===== src/logic/tsense_pkg.sv =====
// Register offsets, field positions and reset values of the sensor bank
`default_nettype none
package tsense_pkg;
    // ************************************************
    // Read pointers
    // ************************************************
    localparam logic [7:0] RD_LOC_HI   = 8'h00;
    localparam logic [7:0] RD_REM_HI   = 8'h01;
    localparam logic [7:0] RD_STATUS   = 8'h02;
    localparam logic [7:0] RD_CONFIG   = 8'h03;
    localparam logic [7:0] RD_RATE     = 8'h04;
    localparam logic [7:0] RD_LHLIM    = 8'h05;
    localparam logic [7:0] RD_LLLIM    = 8'h06;
    localparam logic [7:0] RD_RHLIM_U  = 8'h07;
    localparam logic [7:0] RD_RLLIM_U  = 8'h08;
    localparam logic [7:0] RD_REM_LO   = 8'h10;
    localparam logic [7:0] RD_LOC_LO   = 8'h15;
    localparam logic [7:0] RD_ID       = 8'hFE;
    // ************************************************
    // Write pointers that differ from the read ones
    // ************************************************
    localparam logic [7:0] WR_CONFIG   = 8'h09;
    localparam logic [7:0] WR_RATE     = 8'h0A;
    localparam logic [7:0] WR_LHLIM    = 8'h0B;
    localparam logic [7:0] WR_LLLIM    = 8'h0C;
    localparam logic [7:0] WR_RHLIM_U  = 8'h0D;
    localparam logic [7:0] WR_RLLIM_U  = 8'h0E;
    localparam logic [7:0] WR_ONESHOT  = 8'h0F;
    // Same pointer for read and write
    localparam logic [7:0] RW_ROFS_U   = 8'h11;
    localparam logic [7:0] RW_ROFS_L   = 8'h12;
    localparam logic [7:0] RW_RHLIM_L  = 8'h13;
    localparam logic [7:0] RW_RLLIM_L  = 8'h14;
    localparam logic [7:0] RW_RTHLIM   = 8'h19;
    localparam logic [7:0] RW_LTHLIM   = 8'h20;
    localparam logic [7:0] RW_HYST     = 8'h21;
    localparam logic [7:0] RW_ALCNT    = 8'h22;
    localparam logic [7:0] RW_IDEAL    = 8'h23;
    localparam logic [7:0] RW_FILT     = 8'h24;
    // ************************************************
    // Reset values and fields
    // ************************************************
    localparam logic [7:0] PTR_RST     = 8'h00;
    localparam logic [7:0] CFG_RST     = 8'h00;
    localparam logic [7:0] CFG_WMASK   = 8'hE4;
    localparam logic [7:0] RATE_RST    = 8'h80;
    localparam logic [7:0] LHLIM_RST   = 8'h55;
    localparam logic [7:0] RTHLIM_RST  = 8'h6C;
    localparam logic [7:0] LTHLIM_RST  = 8'h55;
    localparam logic [7:0] HYST_RST    = 8'h0A;
    localparam logic [7:0] ALCNT_RST   = 8'h01;
    localparam logic [7:0] ALCNT_FIXED = 8'h01;
    localparam logic [7:0] ZERO8       = 8'h00;
    localparam logic [3:0] NIB0        = 4'h0;
    localparam int CFG_MASK_BIT = 7;
    localparam int CFG_SHUTDOWN_BIT = 6;
    localparam int CFG_ROLE_BIT = 5;
endpackage : tsense_pkg
`default_nettype wire


===== src/logic/tsense_regs.sv =====
// Register bank, result locking and alarm outputs of the sensor
`default_nettype none
module tsense_regs
    import tsense_pkg::*;
#(
    parameter logic [7:0] MAKER_ID = 8'hA5  // Arbitrary identity value
)(
    input  wire logic        clock,
    input  wire logic        sys_rst,
    input  wire logic        wr_valid,     // Received write byte
    input  wire logic        wr_first,     // It is the first byte
    input  wire logic [7:0]  wr_data,
    input  wire logic        rd_req,       // Master wants a byte
    input  wire logic        addr_read,    // Alert response read
    input  wire logic        conv_done,    // Conversion finished
    input  wire logic [11:0] local_result,
    input  wire logic [11:0] remote_result,
    input  wire logic        remote_open,  // Open remote sensor
    input  wire logic        conv_busy,
    output logic [7:0]       rd_data_r,
    output logic             rd_valid_r,
    output logic             oneshot_start_r,
    output logic             conv_enable_r,
    output logic             alert_out_n_r, // Shared pin
    output logic             thermal_out_n_r
);
    // ************************************************
    // Storage
    // ************************************************
    logic [7:0] pointer_r;                 // Register select
    logic [7:0] loc_hi_r, loc_lo_r;        // Local result
    logic [7:0] rem_hi_r, rem_lo_r;        // Remote result
    logic [7:0] config_r, rate_r;
    logic [7:0] lhlim_r, lllim_r;
    logic [7:0] rhlim_u_r, rllim_u_r, rhlim_l_r, rllim_l_r;
    logic [7:0] rofs_u_r, rofs_l_r;        // Offset, stored and read back only
    logic [7:0] rthlim_r, lthlim_r, hyst_r;
    logic [7:0] alcnt_r, ideal_r, filt_r;
    logic       hold_loc_lo_r, hold_loc_hi_r; // Companion locks
    logic       hold_rem_lo_r, hold_rem_hi_r;
    logic [4:0] flags_r;                   // LH LL RH RL OPEN
    logic       loc_therm_r, rem_therm_r;  // Thermal flags
    logic       th2_r;                     // Second thermal state
    logic       alert_latch_r;
    logic       oneshot_run_r;             // Single conversion live

    // ************************************************
    // Decode
    // ************************************************
    wire data_wr = wr_valid && !wr_first;
    function automatic logic hit(input logic [7:0] ptr,
                                 input logic [7:0] adr);
        hit = (ptr == adr);
    endfunction
    wire rd_loc_hi = rd_req && hit(pointer_r, RD_LOC_HI);
    wire rd_loc_lo = rd_req && hit(pointer_r, RD_LOC_LO);
    wire rd_rem_hi = rd_req && hit(pointer_r, RD_REM_HI);
    wire rd_rem_lo = rd_req && hit(pointer_r, RD_REM_LO);
    wire rd_stat   = rd_req && hit(pointer_r, RD_STATUS);
    // A read of any other register drops both channel locks
    wire rd_other_loc = rd_req && !rd_loc_hi && !rd_loc_lo;
    wire rd_other_rem = rd_req && !rd_rem_hi && !rd_rem_lo;
    wire wr_oneshot = data_wr && hit(pointer_r, WR_ONESHOT);
    wire shut = config_r[CFG_SHUTDOWN_BIT];
    wire role_th2 = config_r[CFG_ROLE_BIT];
    wire alert_mask = config_r[CFG_MASK_BIT];

    // ************************************************
    // Twelve-bit comparisons
    // ************************************************
    wire [11:0] loc_t = {loc_hi_r, loc_lo_r[7:4]};
    wire [11:0] rem_t = {rem_hi_r, rem_lo_r[7:4]};
    wire [11:0] lhl = {lhlim_r, NIB0};
    wire [11:0] lll = {lllim_r, NIB0};
    wire [11:0] rhl = {rhlim_u_r, rhlim_l_r[7:4]};
    wire [11:0] rll = {rllim_u_r, rllim_l_r[7:4]};
    wire [11:0] lth = {lthlim_r, NIB0};
    wire [11:0] rth = {rthlim_r, NIB0};
    wire [11:0] hys = {hyst_r, NIB0};
    // Clamp at zero so a large hysteresis cannot wrap round
    wire [11:0] lth_rel = (hys > lth) ? 12'h000 : lth - hys;
    wire [11:0] rth_rel = (hys > rth) ? 12'h000 : rth - hys;
    wire [11:0] lhl_rel = (hys > lhl) ? 12'h000 : lhl - hys;
    wire [11:0] rhl_rel = (hys > rhl) ? 12'h000 : rhl - hys;
    wire c_lh = loc_t > lhl;
    wire c_ll = loc_t < lll;
    wire c_rh = rem_t > rhl;
    wire c_rl = rem_t < rll;
    wire [4:0] cond = {c_lh, c_ll, c_rh, c_rl, remote_open};

    // ************************************************
    // Next values
    // ************************************************
    // Hardware set beats a status-read clear of the same flag
    wire [4:0] flags_nxt = cond |
        (flags_r & ~({5{rd_stat}} & ~cond));
    wire loc_therm_nxt = (loc_t > lth) ||
        (loc_therm_r && (loc_t > lth_rel));
    wire rem_therm_nxt = (rem_t > rth) ||
        (rem_therm_r && (rem_t > rth_rel));
    wire th2_nxt = c_lh || c_rh || (th2_r &&
        ((loc_t > lhl_rel) || (rem_t > rhl_rel)));
    wire quiet = (flags_r == 5'h00) && (cond == 5'h00);
    wire latch_nxt = (!role_th2 && (cond != 5'h00 || flags_r != 5'h00))
        || (alert_latch_r && !(addr_read && quiet));
    wire [7:0] status_v = {conv_busy, flags_r,
                           rem_therm_r, loc_therm_r};
    logic [7:0] rd_mux;
    always_comb
    begin
        case (pointer_r)
            RD_LOC_HI:  rd_mux = loc_hi_r;
            RD_LOC_LO:  rd_mux = {loc_lo_r[7:4], NIB0};
            RD_REM_HI:  rd_mux = rem_hi_r;
            RD_REM_LO:  rd_mux = {rem_lo_r[7:4], NIB0};
            RD_STATUS:  rd_mux = status_v;
            RD_CONFIG:  rd_mux = config_r;
            RD_RATE:    rd_mux = rate_r;
            RD_LHLIM:   rd_mux = lhlim_r;
            RD_LLLIM:   rd_mux = lllim_r;
            RD_RHLIM_U: rd_mux = rhlim_u_r;
            RD_RLLIM_U: rd_mux = rllim_u_r;
            RW_ROFS_U:  rd_mux = rofs_u_r;
            RW_ROFS_L:  rd_mux = rofs_l_r;
            RW_RHLIM_L: rd_mux = rhlim_l_r;
            RW_RLLIM_L: rd_mux = rllim_l_r;
            RW_RTHLIM:  rd_mux = rthlim_r;
            RW_LTHLIM:  rd_mux = lthlim_r;
            RW_HYST:    rd_mux = hyst_r;
            RW_ALCNT:   rd_mux = alcnt_r | ALCNT_FIXED;
            RW_IDEAL:   rd_mux = ideal_r;
            RW_FILT:    rd_mux = filt_r;
            RD_ID:      rd_mux = MAKER_ID;
            default:    rd_mux = ZERO8;               // Unmapped reads 0
        endcase
    end

    // ************************************************
    // Pointer and writable registers
    // ************************************************
    // Low nibbles of fraction registers are kept as zero
    always_ff @(posedge clock or posedge sys_rst)
    begin
        if (sys_rst)
        begin
            pointer_r <= PTR_RST;
            config_r  <= CFG_RST;
            rate_r    <= RATE_RST;
            lhlim_r   <= LHLIM_RST;
            lllim_r   <= ZERO8;
            rhlim_u_r <= ZERO8;
            rllim_u_r <= ZERO8;
            rhlim_l_r <= ZERO8;
            rllim_l_r <= ZERO8;
            rofs_u_r  <= ZERO8;
            rofs_l_r  <= ZERO8;
            rthlim_r  <= RTHLIM_RST;
            lthlim_r  <= LTHLIM_RST;
            hyst_r    <= HYST_RST;
            alcnt_r   <= ALCNT_RST;
            ideal_r   <= ZERO8;
            filt_r    <= ZERO8;
        end
        else if (wr_valid && wr_first)
            pointer_r <= wr_data;
        else if (data_wr)
        begin
            // Result and status pointers are not writable
            case (pointer_r)
                WR_CONFIG:  config_r  <= wr_data & CFG_WMASK;
                WR_RATE:    rate_r    <= wr_data;
                WR_LHLIM:   lhlim_r   <= wr_data;
                WR_LLLIM:   lllim_r   <= wr_data;
                WR_RHLIM_U: rhlim_u_r <= wr_data;
                WR_RLLIM_U: rllim_u_r <= wr_data;
                RW_ROFS_U:  rofs_u_r  <= wr_data;
                RW_ROFS_L:  rofs_l_r  <= {wr_data[7:4], NIB0};
                RW_RHLIM_L: rhlim_l_r <= {wr_data[7:4], NIB0};
                RW_RLLIM_L: rllim_l_r <= {wr_data[7:4], NIB0};
                RW_RTHLIM:  rthlim_r  <= wr_data;
                RW_LTHLIM:  lthlim_r  <= wr_data;
                RW_HYST:    hyst_r    <= wr_data;
                RW_ALCNT:   alcnt_r   <= wr_data;
                RW_IDEAL:   ideal_r   <= wr_data;
                RW_FILT:    filt_r    <= wr_data;
                default:    ;                         // 0F not stored
            endcase
        end
    end

    // ************************************************
    // Byte-pair locks
    // ************************************************
    // Reading the companion or another register ends the lock
    always_ff @(posedge clock or posedge sys_rst)
    begin
        if (sys_rst)
        begin
            hold_loc_lo_r <= 1'b0;
            hold_loc_hi_r <= 1'b0;
            hold_rem_lo_r <= 1'b0;
            hold_rem_hi_r <= 1'b0;
        end
        else
        begin
            if (rd_loc_hi)
            begin
                hold_loc_lo_r <= !hold_loc_hi_r;
                hold_loc_hi_r <= 1'b0;
            end
            else if (rd_loc_lo)
            begin
                hold_loc_hi_r <= !hold_loc_lo_r;
                hold_loc_lo_r <= 1'b0;
            end
            else if (rd_other_loc)
            begin
                hold_loc_lo_r <= 1'b0;
                hold_loc_hi_r <= 1'b0;
            end
            if (rd_rem_hi)
            begin
                hold_rem_lo_r <= !hold_rem_hi_r;
                hold_rem_hi_r <= 1'b0;
            end
            else if (rd_rem_lo)
            begin
                hold_rem_hi_r <= !hold_rem_lo_r;
                hold_rem_lo_r <= 1'b0;
            end
            else if (rd_other_rem)
            begin
                hold_rem_lo_r <= 1'b0;
                hold_rem_hi_r <= 1'b0;
            end
        end
    end

    // ************************************************
    // Result registers
    // ************************************************
    // A locked byte skips every conversion until released so the pair stays matched
    always_ff @(posedge clock or posedge sys_rst)
    begin
        if (sys_rst)
        begin
            loc_hi_r <= ZERO8;
            loc_lo_r <= ZERO8;
            rem_hi_r <= ZERO8;
            rem_lo_r <= ZERO8;
        end
        else if (conv_done)
        begin
            if (!hold_loc_hi_r)
                loc_hi_r <= local_result[11:4];
            if (!hold_loc_lo_r)
                loc_lo_r <= {local_result[3:0], NIB0};
            if (!hold_rem_hi_r)
                rem_hi_r <= remote_result[11:4];
            if (!hold_rem_lo_r)
                rem_lo_r <= {remote_result[3:0], NIB0};
        end
    end

    // ************************************************
    // Flags, latch and pins
    // ************************************************
    always_ff @(posedge clock or posedge sys_rst)
    begin
        if (sys_rst)
        begin
            flags_r         <= 5'h00;
            loc_therm_r     <= 1'b0;
            rem_therm_r     <= 1'b0;
            th2_r           <= 1'b0;
            alert_latch_r   <= 1'b0;
            alert_out_n_r   <= 1'b1;
            thermal_out_n_r <= 1'b1;
        end
        else
        begin
            flags_r         <= flags_nxt;
            loc_therm_r     <= loc_therm_nxt;
            rem_therm_r     <= rem_therm_nxt;
            th2_r           <= th2_nxt;
            alert_latch_r   <= latch_nxt;
            thermal_out_n_r <= !(loc_therm_nxt || rem_therm_nxt);
            // Pin role picks its source; mask counts in alert mode only
            alert_out_n_r   <= role_th2 ? !th2_nxt
                             : !(latch_nxt && !alert_mask);
        end
    end

    // ************************************************
    // Read answer and conversion control
    // ************************************************
    // Answer comes one cycle after the request
    always_ff @(posedge clock or posedge sys_rst)
    begin
        if (sys_rst)
        begin
            rd_data_r       <= ZERO8;
            rd_valid_r      <= 1'b0;
            oneshot_start_r <= 1'b0;
            oneshot_run_r   <= 1'b0;
            conv_enable_r   <= 1'b1;
        end
        else
        begin
            rd_valid_r      <= rd_req;
            if (rd_req)
                rd_data_r   <= rd_mux;
            oneshot_start_r <= wr_oneshot;
            if (wr_oneshot && shut)
                oneshot_run_r <= 1'b1;
            else if (conv_done)
                oneshot_run_r <= 1'b0;
            conv_enable_r <= !shut || (wr_oneshot && shut) ||
                             (oneshot_run_r && !conv_done);
        end
    end
endmodule // tsense_regs
`default_nettype wire


===== config.mk =====
export PLATFORM = sky130hd
export DESIGN_NAME = tsense_regs
export DESIGN_NICKNAME = d
export VERILOG_FILES = /design/src/logic/tsense_pkg.sv /design/src/logic/tsense_regs.sv
export SDC_FILE = /design/constraint.sdc
export NUM_CORES = 1
export LEC_CHECK = 0
export BUFFER_PORTS_ARGS = -buffer_cell sky130_fd_sc_hd__buf_2
export CAP_MARGIN = 10
export CORE_ASPECT_RATIO = 1.75
export CORE_MARGIN = 2
export CORE_UTILIZATION = 29
export CTS_CLUSTER_SIZE = 40
export DETAILED_ROUTE_END_ITERATION = 12
export PLACE_DENSITY = 0.57
export RECOVER_POWER = 25
export SYNTH_ARGS = -nofsm -noshare
export SYNTH_HDL_FRONTEND = slang
export SYNTH_SLANG_ARGS = --single-unit

===== constraint.sdc =====
create_clock -name clock -period 4.7 [get_ports clock]
set_input_delay 0.235 -clock clock [delete_from_list [all_inputs] [get_ports clock]]
set_output_delay 0.235 -clock clock [all_outputs]
set_load 0.01 [all_outputs]

# Word level (Yosys, flattened, before mapping)
# Index checks and enable logic that the tools add are counted.
[totals]
reg_bits = 171
latchBits = 0
ramBits = 0
romBits = 0
input_bits = 41
memories = 0
[op_classes]
addsub = 4
multipliers = 0
n_div = 0
order_cmp = 14
eq_ne = 28
shifts = 0
muxes = 18
n_bitwise = 10
reduce_logical = 77
[op_table]
columns = ["cell", "count"]
rows = [
  ["$pmux 8 s22", 1],
  ["$gt 12x12->1", 12],
  ["$eq 8x4->1 const B", 8],
  ["$eq 8x5->1 const B", 7],
  ["$mux 12", 4],
  ["$reduce_and 3->1", 16],
  ["$sub 12x12->12", 4],
  ["$eq 8x6->1 const B", 5],
  ["$eq 8x3->1 const B", 4],
  ["$lt 12x12->1", 2],
  ["$logic_and 1x1->1", 22],
  ["$logic_not 1->1", 17],
  ["$eq 8x2->1 const B", 2],
  ["$mux 1", 13],
  ["$and 5x5->5", 2],
  ["$logic_not 5->1", 2],
  ["$logic_or 1x1->1", 10],
  ["$not 5->5", 2],
  ["$reduce_bool 5->1", 2],
  ["$eq 8x1->1 const B", 1],
  ["$eq 8x8->1 const B", 1],
  ["$logic_not 8->1", 1],
  ["$reduce_and 2->1", 4],
  ["$reduce_bool 3->1", 2],
  ["3 further kinds", 7],
]

# Depth between registers and ports, before layout
[logic_depth]
depth_word = 10
mapped_depth = 19

# Least setup slack after synthesis
# No wires, ideal clock.
[synth_timing]
path_type = "reg2reg"
start = "register hyst_r[1]"
end = "register thermal_out_n_r"
arrival_time_ps = 3332
slack_ps = 1308
stages_incl_launch_ff = 17
path_buffers = 0
cell_sequence = "dfstp_2 inv_1 fa_1 a21o_1 a21oi_1 o21bai_1 a21oi_1 o21ai_1 nand2_1 ha_1 nor2b_1 o21ai_0 nand2b_1 a211oi_1 o31ai_1 a32oi_1 o221a_2"
[synth_via]
elab_chain_len = 7
[synth_rtl]
columns = ["element", "line", "text"]
rows = [
  ["from (decl)", "tsense_regs.sv:37", "logic [7:0] rthlim_r, lthlim_r, hyst_r;"],
  ["from (signal assigned)", "tsense_regs.sv:182", "RW_HYST: hyst_r <= wr_data;"],
  ["$sub 12x12->12 (tied with other cells)", "tsense_regs.sv:81", "wire [11:0] lth_rel = (hys > lth) ? 12'h000 : lth - hys;"],
  ["$mux 12 (on tied branches)", "tsense_regs.sv:81, tsense_regs.sv:82", ""],
  ["$gt 12x12->1 (on tied branches)", "tsense_regs.sv:98, tsense_regs.sv:100", ""],
  ["$logic_and 1x1->1 (on tied branches)", "tsense_regs.sv:98, tsense_regs.sv:100", ""],
  ["$logic_or 1x1->1 (on tied branches)", "tsense_regs.sv:97, tsense_regs.sv:99", ""],
  ["$logic_or 1x1->1 *", "tsense_regs.sv:287", "thermal_out_n_r <= !(loc_therm_nxt || rem_therm_nxt);"],
  ["$logic_not 1->1 *", "tsense_regs.sv:287", ""],
  ["to (signal assigned)", "tsense_regs.sv:287", ""],
  ["to (decl)", "tsense_regs.sv:25", "output logic thermal_out_n_r"],
]
# Every way passes the cells marked *; elsewhere a longest branch is shown, timed or not.
# A chain may end at the register's enable or synchronous reset.

# Worst setup path after layout
# Ends and elaborated chain as after synthesis.

==> results.json <==
{
  "status": "finished, violations left",
  "violations": "max-capacitance violations, max-slew violations",
  "core_sq_mm": 0.0392,
  "globalRouteMet3Util": 0.0264,
  "setup-violations-final": 0,
  "drtIter0Drc": 522,
  "drc": 0,
  "fin_crit_ns": 4.06,
  "grt_pass1_vias": 9965,
  "num_antenna_cells": 0,
  "end_kind": "flop",
  "finalSetupTns_ns": 0,
  "place_area_sq_mm": 0.0123,
  "post-dp-hpwl_mm": 31.9,
  "via_per_inst": 5.53,
  "power_density_mw_per_mm2": 382,
  "synth_area_leaders": "dfrtp_1 (33%), ha_1 (13%), mux2_2 (12%)",
  "final_cell_mix": "dfrtp_1 (152), mux2_2 (122), ha_1 (122)",
  "grt_pass1_wl_mm": 62.1,
  "grt_use_met1": 0.209,
  "port_buffers": 53,
  "synth_top_area_frac": 0.330,
  "drive_above_1_share": 0.216,
  "yosys.area.top_type": "dfrtp_1",
  "clock_skew_ns": 0.0168,
  "grt_util_met2": 0.362,
  "clkLatencyLatePin_ns": 0.46,
  "busiest_layer": "met2",
  "crit_path_start_kind": "flop",
  "synth-seq-cells": 170,
  "worst_slew_margin_rel": -1.59,
  "routed_wl_mm": 41.3,
  "power_leakage_nw": 5.80,
  "post_synth_instance_area_sq_mm": 0.0115,
  "clockBufferDepth": 2,
  "syn_inst": 1151,
  "cts_root_buffer": "clkbuf_16",
  "postSynth.asyncResetShare": 1.00,
  "synthesis.nets": 1318,
  "row_count": 96,
  "criticalPathCategory": "flop to flop",
  "cts_made_buffers": 17,
  "ant_nets": 0,
  "h-tree-depth": 4,
  "max_freq_ghz": 0.246,
  "antenna_found_initial": 0,
  "arrival_ns": 4.46,
  "grt_overflow_total": 0,
  "die_w_um": 155,
  "initial_utilization": 0.294,
  "worstMarginPinSlew_ns": 3.89,
  "worstPathMaxFanout": 7,
  "post-route-period-util": 0.863,
  "syn_area_per_cell_sq_um": 10.0,
  "peakVddDrop_v": 0.000386,
  "path_clk_slew_ns": 0.08,
  "fp.dieH_um": 268,
  "tritoncts": "done",
  "maxCapViolCount": 1,
  "synth-warning-count": 0,
  "synth_flop_cell": "dfrtp_1",
  "post_cts_resized": 0,
  "place_congestion": 0.971,
  "yosysSeqAreaShare": 0.371,
  "num_vias": 9466,
  "fin_area_sq_mm": 0.0130,
  "dieArea_sq_mm": 0.0414,
  "dr.pass1.iters": 5,
  "hold_path.class": "input port to flop",
  "ioPinCount": 54,
  "post_cts.repair.setup_buffers": 0,
  "yosysUniqueCellTypes": 81,
  "numClockSinks": 170,
  "grt_max_degree": 171,
  "rsz0062_at_grt": "no",
  "critPathRequiredTime_ns": 5.10,
  "synth_edf_count": 0,
  "slew_viol_final": 171,
  "grt_usage": 0.205,
  "wl_per_cell_um": 24.1,
  "area_growth_pct": 13.1,
  "layout_commonest_cell": "dfrtp_1",
  "hold_violations": 0,
  "finalNetCount": 1376,
  "fillers": 4050
}
## critical path: stages (launching register included)
cell,delay [ns]
dfstp_2,0.61
inv_1,0.19
fa_1,0.47
a21o_1,0.18
a21oi_1,0.21
o21bai_1,0.09
a21oi_1,0.29
o21ai_1,0.23
nand2_1,0.12
ha_1,0.24
nor2b_1,0.13
o21ai_0,0.14
nand2b_1,0.07
a211oi_1,0.24
o31ai_1,0.10
a32oi_1,0.43
o221a_2,0.28
## stage by stage
stage	hold slack (ns)	worst slack (ns)	utilization	power [mW]	cells
finish	0.0214	0.642	0.333	4.98	1712
global route	0.0101	0.264	0.333	5.29	1712
CTS	0.00133	0.608	0.333	5.01	1712
detailed placement	0.453	0.615	0.314	3.56	1664
global placement	0.457	0.693	0.314	3.53	1664
floorplan	0.266	1.31	-	2.98	1151
## synthesized netlist by cell type, types with 19 or more instances
master	instances
dfrtp_1	152
ha_1	122
mux2_2	122
nand2_1	109
inv_1	78
o21ai_0	66
nor2_1	50
a21oi_1	49
nor2b_1	36
nand3_1	23
clkbuf_1	21
nor3_1	19
## sequential cells by signal, indices dropped and copies added, names as in the netlist, 7 cells and up
| register | cells |
|---|---|
| rate_r | 8 |
| hyst_r | 8 |
| lllim_r | 8 |
| rllim_u_r | 8 |
| rofs_u_r | 8 |
| rhlim_u_r | 8 |
| lhlim_r | 8 |
| ideal_r | 8 |
| rthlim_r | 8 |
| filt_r | 8 |
| rem_hi_r | 8 |
| rd_data_r | 8 |
| loc_hi_r | 8 |
| alcnt_r | 7 |
| pointer_r | 8 |
| lthlim_r | 8 |
## power by group
| group | switching, mW | total, mW | internal [mW] |
|---|---|---|---|
| logic | 0.978 | 1.71 | 0.731 |
| registers | 0.238 | 1.85 | 1.61 |
| clock network | 0.668 | 1.43 | 0.758 |
| total | 1.88 | 4.98 | 3.10 |
## what timing repair did
| action | 4_1_cts | 5_1_grt |
|---|---|---|
| setup endpoints to repair | 0 | 0 |
| hold buffers | 16 | 0 |
| endpoints found under the hold margin | 16 | 0 |
## area by class of cell
type	count	area, sq um	area share
Sequential cell	170	4280	0.328
Timing Repair Buffer	83	526	0.0403
Inverter	78	297	0.0228
Multi-Input combinational cell	859	6740	0.517
Clock inverter	13	133	0.0102
Clock buffer	19	443	0.0340
Tap cell	490	613	0.0471
## cell families (layout without fill, tap and decap cells)
logic type / after synthesis / count (layout) / synth area share
mux: 143 / 143 / 0.142
xor+xnor: 15 / 15 / 0.0114
buf+inv: 122 / 193 / 0.0437
compound gates: 256 / 256 / 0.148
flops: 170 / 170 / 0.371
simple gates: 319 / 319 / 0.144
fa+ha+maj: 126 / 126 / 0.139
## worst paths after layout
check                                            endpoint  depth (start not counted)  slack, ns                 startpoint
worst max-delay path            thermal_out_n_r$_DFF_PP1_                         16       0.64      hyst_r[1]$_DFFE_PP1P_
min in group asynchronous         rem_hi_r[6]$_DFFE_PP0P_                          3       1.20                    sys_rst
max in group asynchronous         loc_hi_r[6]$_DFFE_PP0P_                          3       1.08                    sys_rst
worst min-delay path              loc_hi_r[0]$_DFFE_PP0P_                          3       0.02            local_result[4]
worst min register to register  oneshot_run_r$_DFFE_PP0P_                          2       0.48  oneshot_run_r$_DFFE_PP0P_
worst max register to register  thermal_out_n_r$_DFF_PP1_                         16       0.64      hyst_r[1]$_DFFE_PP1P_
## metal layers
metal / vias up / routed length [um]
met2: 333 / 20500
met1: 4649 / 14800
met5: - / 0
li1: 4333 / -
met3: 151 / 1550
met4: 0 / 4380
Note: power is estimated with default switching activity, not from simulation.
